`config.mk`:
```
export PLATFORM = sky130hd
export DESIGN_NAME = cell_aux_conversion_sequencer
export DESIGN_NICKNAME = d
export VERILOG_FILES = /design/src/design/seq_pkg.sv /design/src/design/pin_edge_filter.sv /design/src/design/code_averager.sv /design/src/design/cell_aux_conversion_sequencer.sv
export SDC_FILE = /design/constraint.sdc
export NUM_CORES = 1
export LEC_CHECK = 0
export ABC_AREA = 1
export BUFFER_PORTS_ARGS = -buffer_cell sky130_fd_sc_hd__buf_4
export CORE_MARGIN = 2
export CORE_UTILIZATION = 56
export CTS_BUF_LIST = sky130_fd_sc_hd__clkbuf_4 sky130_fd_sc_hd__clkbuf_8
export DETAILED_ROUTE_END_ITERATION = 6
export PLACE_DENSITY_LB_ADDON = 0.12
export SKIP_LAST_GASP = 1
export SYNTH_ARGS = -nofsm -noshare
export SYNTH_HDL_FRONTEND = slang
export SYNTH_SLANG_ARGS = --single-unit
```
`constraint.sdc`:
```
create_clock -name sys_clk -period 2.6 [get_ports sys_clk]
set_input_delay 0.52 -clock sys_clk [delete_from_list [all_inputs] [get_ports sys_clk]]
set_output_delay 0.52 -clock sys_clk [all_outputs]
set_load 0.01 [all_outputs]
```
`src/design/seq_pkg.sv`:
```
// Purpose: Shared constants for the cell and auxiliary conversion sequencer.
// Assumes: A 250 MHz clock; times become counts of 4 ns cycles.
// Notes:   Channel indices run from cell 6 down to cell 1, then aux 1 up to aux 6.
//
// Contract
// - Results are 12-bit unsigned straight-binary codes over 4096 equal steps.
// - Cell channel codes span 1 V to 5 V differential, 976 uV per step.
// - Auxiliary channel codes span 0 V to 5 V single-ended, 1.22 mV per step.
// - A burst starts on a convert-start pin fall or a serial convert command.
// - One start converts every selected channel with no further host action.
// - The first measurement of a burst is always cell 6, tap 6 minus tap 5; select 11 starts on the self-test channel instead.
// - Each end of conversion moves the mux on, acquires, then starts again.
// - Cells go 6 down to 1, then aux channels go upward from aux 1.
// - After the last conversion the mux returns to cell 6 and acquires it.
// - Two-bit select: all twelve, cells plus odd aux, cells only, self-test.
// - Every channel step, acquisition plus conversion, lasts at least 1 us.
// - Select 00 yields twelve conversions; select 10 yields six.
// - Results become readable only after the whole burst has completed.
// - Acquisition defaults to 400 ns, selectable in 400 ns steps to 1.6 us.
// - Averaging repeats all conversions of one channel before the next one.
package seq_pkg;

    // Timing figures and their cycle counts.
    localparam int CLK_PERIOD_NS        = 4;
    localparam int ACQ_STEP_NS          = 400;
    localparam int ACQ_STEP_CYCLES      = (ACQ_STEP_NS + CLK_PERIOD_NS - 1) / CLK_PERIOD_NS;
    localparam int STEP_MIN_NS          = 1000;
    localparam int STEP_MIN_CYCLES      = (STEP_MIN_NS + CLK_PERIOD_NS - 1) / CLK_PERIOD_NS;
    localparam int READBACK_WAIT_NS     = 5000;
    localparam int READBACK_WAIT_CYCLES = (READBACK_WAIT_NS + CLK_PERIOD_NS - 1) / CLK_PERIOD_NS;

    // Conversion code format and input spans.
    localparam int CODE_WIDTH           = 12;
    localparam int CODE_STEPS           = 4096;
    localparam int CELL_LSB_UV          = 976;
    localparam int AUX_LSB_UV_X100      = 122000;
    localparam int CELL_SPAN_LOW_MV     = 1000;
    localparam int CELL_SPAN_HIGH_MV    = 5000;
    localparam int AUX_SPAN_LOW_MV      = 0;
    localparam int AUX_SPAN_HIGH_MV     = 5000;

    // Counter and accumulator widths.
    localparam int TIMER_WIDTH          = 11;
    localparam int ACC_WIDTH            = 15;
    localparam int CH_WIDTH             = 4;

    // Channel indices as driven onto the mux select.
    localparam logic [3:0] CH_CELL6     = 4'h0;
    localparam logic [3:0] CH_CELL1     = 4'h5;
    localparam logic [3:0] CH_AUX_INPUT_FIRST      = 4'h6;
    localparam logic [3:0] CH_AUX5      = 4'hA;
    localparam logic [3:0] CH_AUX6      = 4'hB;
    localparam logic [3:0] CH_SELF_TEST = 4'hC;

    // Channel-select field encodings.
    localparam logic [1:0] SEL_ALL      = 2'h0;
    localparam logic [1:0] SEL_ODD_AUX  = 2'h1;
    localparam logic [1:0] SEL_CELLS    = 2'h2;
    localparam logic [1:0] SEL_SELF     = 2'h3;

    // Power-up acquisition and averaging settings.
    localparam logic [1:0] ACQ_SEL_RESET = 2'h0;
    localparam logic [1:0] AVG_SEL_RESET = 2'h0;

endpackage

```
`src/design/pin_edge_filter.sv`:
```
// Purpose: Bring an outside level into sys_clk and report its filtered edges.
// Assumes: The input is asynchronous to sys_clk.
// Notes:   A change is accepted only when the second and third stages agree.
`timescale 1ns/100ps
module pin_edge_filter #(
    parameter logic RESET_LEVEL = 1'b1
) (
    input  wire logic sys_clk,       // System clock.
    input  wire logic rst,           // Asynchronous reset, active high.
    input  wire logic pin_in,        // Raw outside level.
    output logic      level,         // Filtered level.
    output logic      rise,          // One-cycle pulse on an accepted rise.
    output logic      fall           // One-cycle pulse on an accepted fall.
);

    logic stage1;
    logic stage2;
    logic stage3;
    logic next_level;
    logic next_rise;
    logic next_fall;

    // Accept a new level only once the last two stages agree.
    always_comb
    begin
        next_level = level;
        next_rise  = 1'b0;
        next_fall  = 1'b0;
        if (stage2 == stage3 && stage3 != level)
        begin
            next_level = stage3;
            next_rise  = stage3;
            next_fall  = ~stage3;
        end
    end

    // Three-stage chain and registered edge pulses.
    always_ff @(posedge sys_clk or posedge rst)
    begin
        if (rst)
        begin
            stage1 <= RESET_LEVEL;
            stage2 <= RESET_LEVEL;
            stage3 <= RESET_LEVEL;
            level  <= RESET_LEVEL;
            rise   <= 1'b0;
            fall   <= 1'b0;
        end
        else
        begin
            stage1 <= pin_in;
            stage2 <= stage1;
            stage3 <= stage2;
            level  <= next_level;
            rise   <= next_rise;
            fall   <= next_fall;
        end
    end

endmodule // pin_edge_filter

```
`src/design/code_averager.sv`:
```
// Purpose: Sum repeated conversions of one channel and publish the mean.
// Assumes: The sequencer marks the last sample of each channel.
// Notes:   The mean is a plain right shift, so it truncates toward zero.
`timescale 1ns/100ps
module code_averager (
    input  wire logic        sys_clk,        // System clock.
    input  wire logic        rst,            // Asynchronous reset, active high.
    input  wire logic        sample_valid,   // One-cycle pulse with a new code.
    input  wire logic        sample_last,    // Marks the last repeat of a channel.
    input  wire logic [11:0] sample_code,    // Raw converter code.
    input  wire logic [3:0]  sample_channel, // Channel of the code.
    input  wire logic [1:0]  avg_shift,      // Log2 of the repeat count.
    output logic             result_valid,   // One-cycle pulse with a mean.
    output logic [11:0]      result_code,    // Averaged straight-binary code.
    output logic [3:0]       result_channel  // Channel of the mean.
);

    logic [seq_pkg::ACC_WIDTH-1:0] acc;
    logic [seq_pkg::ACC_WIDTH-1:0] next_acc;
    logic [seq_pkg::ACC_WIDTH-1:0] sum;
    logic                          next_valid;
    logic [11:0]                   next_code;
    logic [3:0]                    next_channel;

    // Running sum; the last sample shifts it down and restarts it.
    always_comb
    begin
        sum          = acc + {3'h0, sample_code};
        next_acc     = acc;
        next_valid   = 1'b0;
        next_code    = result_code;
        next_channel = result_channel;
        if (sample_valid)
        begin
            next_acc = sum;
            if (sample_last)
            begin
                next_acc     = '0;
                next_valid   = 1'b1;
                next_code    = 12'(sum >> avg_shift);
                next_channel = sample_channel;
            end
        end
    end

    // Register the sum and the published result.
    always_ff @(posedge sys_clk or posedge rst)
    begin
        if (rst)
        begin
            acc            <= '0;
            result_valid   <= 1'b0;
            result_code    <= 12'h000;
            result_channel <= 4'h0;
        end
        else
        begin
            acc            <= next_acc;
            result_valid   <= next_valid;
            result_code    <= next_code;
            result_channel <= next_channel;
        end
    end

endmodule // code_averager

```
`src/design/cell_aux_conversion_sequencer.sv`:
```
// Purpose: Run one burst of conversions over the cell and auxiliary inputs.
// Assumes: The core answers sar_start with sar_done and a held code.
// Notes:   Select fields are latched at the start; changes mid-burst take no effect.
`timescale 1ns/100ps
module cell_aux_conversion_sequencer (
    input  wire logic        sys_clk,         // System clock, 250 MHz.
    input  wire logic        rst,             // Asynchronous reset, active high.
    input  wire logic        convert_start_n, // Convert-start pin, active low.
    input  wire logic        serial_convert,  // Serial convert command pulse.
    input  wire logic [1:0]  chan_select,     // Channel-select field.
    input  wire logic [1:0]  acq_select,      // Acquisition-time field.
    input  wire logic [1:0]  avg_select,      // Averaging field, 1/2/4/8.
    input  wire logic        sar_done,        // Converter end of conversion, level.
    input  wire logic [11:0] sar_code,        // Converter code, held with sar_done.
    output logic [3:0]       mux_index,       // Selected input channel.
    output logic             acquiring,       // Sampling the selected input.
    output logic             sar_start,       // One-cycle converter start.
    output logic             burst_busy,      // Burst in progress.
    output logic             burst_done,      // One-cycle pulse at burst end.
    output logic             results_ready,   // Readback wait has elapsed.
    output logic             result_valid,    // One-cycle pulse with a result.
    output logic [11:0]      result_code,     // Straight-binary result.
    output logic [3:0]       result_channel   // Channel of the result.
);

    typedef enum logic [1:0] {
        ST_IDLE,
        ST_ACQ,
        ST_CONV,
        ST_HOLD
    } seq_state_t;

    seq_state_t                      state;
    seq_state_t                      next_state;
    logic [3:0]                      next_mux_index;
    logic                            next_acquiring;
    logic                            next_sar_start;
    logic                            next_burst_busy;
    logic                            next_burst_done;
    logic [1:0]                      mode;
    logic [1:0]                      next_mode;
    logic [1:0]                      acq_sel;
    logic [1:0]                      next_acq_sel;
    logic [1:0]                      avg_sel;
    logic [1:0]                      next_avg_sel;
    logic [2:0]                      repeat_cnt;
    logic [2:0]                      next_repeat_cnt;
    logic [seq_pkg::TIMER_WIDTH-1:0] timer;
    logic [seq_pkg::TIMER_WIDTH-1:0] next_timer;
    logic [seq_pkg::TIMER_WIDTH-1:0] acq_len;
    logic [seq_pkg::TIMER_WIDTH-1:0] wait_cnt;
    logic [seq_pkg::TIMER_WIDTH-1:0] next_wait_cnt;
    logic                            next_results_ready;
    logic                            start_pin_level;
    logic                            start_pin_fall;
    logic                            done_level;
    logic                            done_rise;
    logic                            start_req;
    logic                            sample_valid;
    logic                            sample_last;
    logic                            repeat_last;
    logic [4:0]                      step;

    localparam logic [seq_pkg::TIMER_WIDTH-1:0] ACQ_STEP =
        seq_pkg::TIMER_WIDTH'(seq_pkg::ACQ_STEP_CYCLES);
    localparam logic [seq_pkg::TIMER_WIDTH-1:0] STEP_MIN =
        seq_pkg::TIMER_WIDTH'(seq_pkg::STEP_MIN_CYCLES);
    localparam logic [seq_pkg::TIMER_WIDTH-1:0] RB_WAIT =
        seq_pkg::TIMER_WIDTH'(seq_pkg::READBACK_WAIT_CYCLES);

    // Next channel of the burst: valid bit on top, index below.
    function automatic logic [4:0] next_channel(input logic [3:0] cur, input logic [1:0] sel);
        logic [4:0] res;
        res = {1'b0, cur};
        case (sel)
            seq_pkg::SEL_ALL:
            begin
                if (cur < seq_pkg::CH_AUX6)
                    res = {1'b1, 4'(cur + 4'h1)};
            end
            seq_pkg::SEL_ODD_AUX:
            begin
                if (cur < seq_pkg::CH_CELL1)
                    res = {1'b1, 4'(cur + 4'h1)};
                else if (cur == seq_pkg::CH_CELL1)
                    res = {1'b1, seq_pkg::CH_AUX_INPUT_FIRST};
                else if (cur < seq_pkg::CH_AUX5)
                    res = {1'b1, 4'(cur + 4'h2)};
            end
            seq_pkg::SEL_CELLS:
            begin
                if (cur < seq_pkg::CH_CELL1)
                    res = {1'b1, 4'(cur + 4'h1)};
            end
            default:
            begin
                res = {1'b0, cur};
            end
        endcase
        return res;
    endfunction

    // Filtered convert-start pin; a falling edge is a request.
    pin_edge_filter #(
        .RESET_LEVEL (1'b1)
    ) u_start_filter (
        .sys_clk (sys_clk),
        .rst     (rst),
        .pin_in  (convert_start_n),
        .level   (start_pin_level),
        .rise    (),
        .fall    (start_pin_fall)
    );

    // Filtered end of conversion from the converter core.
    pin_edge_filter #(
        .RESET_LEVEL (1'b0)
    ) u_done_filter (
        .sys_clk (sys_clk),
        .rst     (rst),
        .pin_in  (sar_done),
        .level   (done_level),
        .rise    (done_rise),
        .fall    ()
    );

    // Averaging of repeated codes and publication of results.
    code_averager u_averager (
        .sys_clk        (sys_clk),
        .rst            (rst),
        .sample_valid   (sample_valid),
        .sample_last    (sample_last),
        .sample_code    (sar_code),
        .sample_channel (mux_index),
        .avg_shift      (avg_sel),
        .result_valid   (result_valid),
        .result_code    (result_code),
        .result_channel (result_channel)
    );

    // Either start source opens a burst while idle.
    assign start_req   = start_pin_fall | serial_convert;
    assign acq_len     = seq_pkg::TIMER_WIDTH'(ACQ_STEP * {9'h000, acq_sel}) + ACQ_STEP;
    assign repeat_last = (repeat_cnt == 3'(({2'h0, 1'b1} << avg_sel) - 3'h1));
    assign step        = next_channel(mux_index, mode);
    assign sample_valid = (state == ST_CONV) && done_rise;
    assign sample_last  = repeat_last;

    // Burst sequencing: acquire, convert, hold out the step minimum, move on.
    always_comb
    begin
        next_state         = state;
        next_mux_index     = mux_index;
        next_acquiring     = acquiring;
        next_sar_start     = 1'b0;
        next_burst_busy    = burst_busy;
        next_burst_done    = 1'b0;
        next_mode          = mode;
        next_acq_sel       = acq_sel;
        next_avg_sel       = avg_sel;
        next_repeat_cnt    = repeat_cnt;
        next_timer         = timer;
        if (timer != '1)
            next_timer = timer + 1'b1;
        case (state)
            ST_IDLE:
            begin
                next_acquiring = 1'b1;
                next_timer     = '0;
                if (start_req)
                begin
                    next_mode       = chan_select;
                    next_acq_sel    = acq_select;
                    next_avg_sel    = avg_select;
                    next_repeat_cnt = 3'h0;
                    next_burst_busy = 1'b1;
                    next_state      = ST_ACQ;
                    if (chan_select == seq_pkg::SEL_SELF)
                        next_mux_index = seq_pkg::CH_SELF_TEST;
                    else
                        next_mux_index = seq_pkg::CH_CELL6;
                end
            end
            ST_ACQ:
            begin
                if (timer >= acq_len - 1'b1)
                begin
                    next_acquiring = 1'b0;
                    next_sar_start = 1'b1;
                    next_state     = ST_CONV;
                end
            end
            ST_CONV:
            begin
                if (done_rise)
                    next_state = ST_HOLD;
            end
            ST_HOLD:
            begin
                if (timer >= STEP_MIN - 1'b1)
                begin
                    next_timer     = '0;
                    next_acquiring = 1'b1;
                    next_state     = ST_ACQ;
                    if (!repeat_last)
                    begin
                        next_repeat_cnt = 3'(repeat_cnt + 3'h1);
                    end
                    else if (step[4])
                    begin
                        next_repeat_cnt = 3'h0;
                        next_mux_index  = step[3:0];
                    end
                    else
                    begin
                        next_repeat_cnt = 3'h0;
                        next_mux_index  = seq_pkg::CH_CELL6;
                        next_state      = ST_IDLE;
                        next_burst_busy = 1'b0;
                        next_burst_done = 1'b1;
                    end
                end
            end
            default:
            begin
                next_state = ST_IDLE;
            end
        endcase
    end

    // Sequencer state registers.
    always_ff @(posedge sys_clk or posedge rst)
    begin
        if (rst)
        begin
            state      <= ST_IDLE;
            mux_index  <= seq_pkg::CH_CELL6;
            acquiring  <= 1'b1;
            sar_start  <= 1'b0;
            burst_busy <= 1'b0;
            burst_done <= 1'b0;
            mode       <= seq_pkg::SEL_ALL;
            acq_sel    <= seq_pkg::ACQ_SEL_RESET;
            avg_sel    <= seq_pkg::AVG_SEL_RESET;
            repeat_cnt <= 3'h0;
            timer      <= '0;
        end
        else
        begin
            state      <= next_state;
            mux_index  <= next_mux_index;
            acquiring  <= next_acquiring;
            sar_start  <= next_sar_start;
            burst_busy <= next_burst_busy;
            burst_done <= next_burst_done;
            mode       <= next_mode;
            acq_sel    <= next_acq_sel;
            avg_sel    <= next_avg_sel;
            repeat_cnt <= next_repeat_cnt;
            timer      <= next_timer;
        end
    end

    // Readback gate: low from a burst start until the wait after its end.
    always_comb
    begin
        next_wait_cnt      = wait_cnt;
        next_results_ready = results_ready;
        if (state == ST_IDLE && start_req)
        begin
            next_results_ready = 1'b0;
            next_wait_cnt      = '0;
        end
        else if (next_burst_done)
        begin
            next_wait_cnt = RB_WAIT;
        end
        else if (wait_cnt != '0)
        begin
            next_wait_cnt = wait_cnt - 1'b1;
            if (wait_cnt == 11'h001)
                next_results_ready = 1'b1;
        end
    end

    // Readback gate registers.
    always_ff @(posedge sys_clk or posedge rst)
    begin
        if (rst)
        begin
            wait_cnt      <= '0;
            results_ready <= 1'b0;
        end
        else
        begin
            wait_cnt      <= next_wait_cnt;
            results_ready <= next_results_ready;
        end
    end

endmodule // cell_aux_conversion_sequencer

```
==> results.toml <==
[power_and_ir_drop]
peakVddDrop_v = 0.0005345
power.density_nw_per_um2 = 1087
total_power_mw = 6.865
power_leakage_nw = 3.303

[placed_design]
dp_hpwl_um = 9755
port_buffers = 48
dp_worst_setup_slack_ns = 0.2980
gp_congestion = 0.9055

[clock_tree]
hold_buffers = 0
cts_tree = "done"
post-cts-setup-buffers = 0
numCtsBuffers = 9
htree_num_levels = 3
clk_pin_slew_worst_paths_ns = 0.09
post_cts_resized = 0
clk_latency_ns = 0.36
cts.sinks = 84
root_buffer = "clkbuf_8"
clockBufferDepth = 2

[routing]
drc = 0
vias = 4942
drtAntennaViolNets = 0
wl_per_cell_um = 13.54
routed_wl_um = 12620
drt_pass1_iterations = 4
viasPerCell = 5.303
initialDrtViolationCount = 270

[timing]
post-route-min-period_ns = 2.110
worst_slack_ns = 0.4897
max_slew.worst_pin.slew_ns = 0.6775
tns_ns = 0
post-route-period-util_pct = 81.17
slew_viol_final = 0
hold_violations = 0
hold-worst-slack_ns = 0.2631
rsz0062_at_grt = "false"
fmax_mhz = 473.9
relSlewSlack_pct = 54.83
fin_skew_ns = 0.01020
setup_viol = 0

[synth]
syn_avg_cell_area_um2 = 7.554
synth_enable_flop_cells = 0
synthFlopType = "dfrtp_1"
yosys_warnings = 0
syn_area_um2 = 5620
synth-seq-cells = 84
synth.distinct_cells = 53
seq_area_frac_synth_pct = 37.51
async_flop_share_pct = 100.0
netlist_instances = 744
syn_nets = 804

[run]
cap_violations = 0

[floorplanning]
coreArea_um2 = 9774
dieWidth_um = 104.2
die-area_um2 = 10850
die_y_um = 104.2
io_pins = 49
start_util_pct = 57.50
std_cell_rows = 36

[worst_setup_path]
setup.worst_path.class = "reg -> reg"
endpoint_kind = "flip-flop"
path_max_fanout = 18
cp.required_ns = 2.84
cp.arrival_ns = 2.35
cp-start-kind = "flip-flop"

[cells_and_area]
fin_nets = 854
diodes = 0
layout-drive-gt1-share_pct = 16.15
final_cell_mix = "nand2_1, inv_1, dfrtp_1"
final_common_cell = "nand2_1"
areaGrowthSynthToFinish_pct = 12.33
fill_cells = 890

[grt]
antenna_found_initial = 0
track_usage_pct = 24.68
grt_pass1_vias = 4896
grt_first_pass_wirelength_um = 21990
grt_max_degree = 85
gr-total-overflow = 0

[min_path]
hp-class = "in -> reg"

[outcome]
status = "completed"
==> cell type report <==
class | instances | area [µm²] | area share (%)
multi-input cells | 531 | 2989 | 47.34
flip-flops and latches | 84 | 2108 | 33.39
inverters | 117 | 447.9 | 7.095
repair buffers | 51 | 395.4 | 6.262
well taps | 133 | 166.4 | 2.636
clock buffers | 9 | 123.9 | 1.962
clock inverters | 7 | 82.58 | 1.308
==> where the power goes <==
| group | internal [mW] | switching [mW] |
|---|---|---|
| Sequential | 1.71 | 0.393 |
| Clock | 0.459 | 0.524 |
| Combinational | 1.39 | 2.39 |
| Total | 3.56 | 3.30 |
==> worst paths after layout <==
check	startpoint	endpoint	slack [ns]	depth (start not counted)
max in group asynchronous	rst	u_start_filter.stage2	1.94	3
setup reg to reg	avg_sel[0]	u_averager.result_code[1]	0.49	7
hold / removal	sar_done	u_done_filter.stage1	0.26	1
setup / recovery	avg_sel[0]	u_averager.result_code[1]	0.49	7
min in group asynchronous	rst	u_averager.result_code[3]	0.28	3
hold reg to reg	u_start_filter.stage1	u_start_filter.stage2	0.36	0
==> sequential cells by signal (all words and copies together) (netlist names), 2 cells and up <==
| register | flops |
|---|---|
| repeat_cnt | 3 |
| u_averager.result_channel | 4 |
| acq_sel | 2 |
| u_averager.acc | 15 |
| mode | 2 |
| wait_cnt | 11 |
| timer | 11 |
| state | 2 |
| avg_sel | 2 |
| mux_index | 4 |
| u_averager.result_code | 12 |
==> synth_stat cells, types with 4 or more instances <==
library cell | number | area (µm²)
inv_2 | 8 | 30.03
buf_6 | 4 | 45.04
o21ai_0 | 32 | 160.2
xnor2_1 | 5 | 43.79
a32o_1 | 5 | 50.05
clkbuf_1 | 5 | 18.77
or2_2 | 4 | 25.02
nand3_1 | 72 | 360.4
nand3_2 | 6 | 60.06
dfstp_2 | 5 | 131.4
nand2_2 | 15 | 93.84
nand4_1 | 11 | 68.82
nor3_1 | 12 | 60.06
and2_1 | 4 | 25.02
nor2_1 | 52 | 195.2
nand2_1 | 189 | 709.4
dfrtp_1 | 79 | 1977
nor2_4 | 4 | 45.04
ha_1 | 36 | 450.4
a21oi_1 | 27 | 135.1
inv_1 | 106 | 397.9
o21ai_1 | 14 | 70.07
==> per-stage QoR <==
stage          utilization [%]  instance area (µm²)  cells
2_1_floorplan                -                 5624    744
3_3_place_gp             62.48                 6107    916
3_5_place_dp             62.48                 6107    916
4_1_cts                  64.59                 6314    932
5_1_grt                  64.59                 6314    932
6_report                 64.59                 6314    932
==> logic make-up after synthesis <==
family	synth area share, %
adders and majority gates	8.370
AOI/OAI and AO/OA	10.22
DFF	37.51
buffers and inverters	9.305
xor gates and xnor gates	1.825
other	0.06672
and+or+nand+nor	32.70
==> worst max-delay path, cell delays in order, from the launching register on <==
cell and delay (ns):
dfrtp_1 0.79, nand2_2 0.19, xor2_2 0.21, nand3_4 0.15, nor2_8 0.23, inv_2 0.18, a21oi_1 0.18, a2bb2oi_1 0.08
==> routing by layer <==
layer | vias up | track usage (%) | share of wire (%)
li1 | 2505 | - | -
met1 | 2314 | 31.46 | 45
met2 | 106 | 42.15 | 50
met3 | 17 | 4.449 | 3.1
met4 | 0 | 8.880 | 1.7
met5 | - | 0 | 0
(Power assumes the default switching activity.)
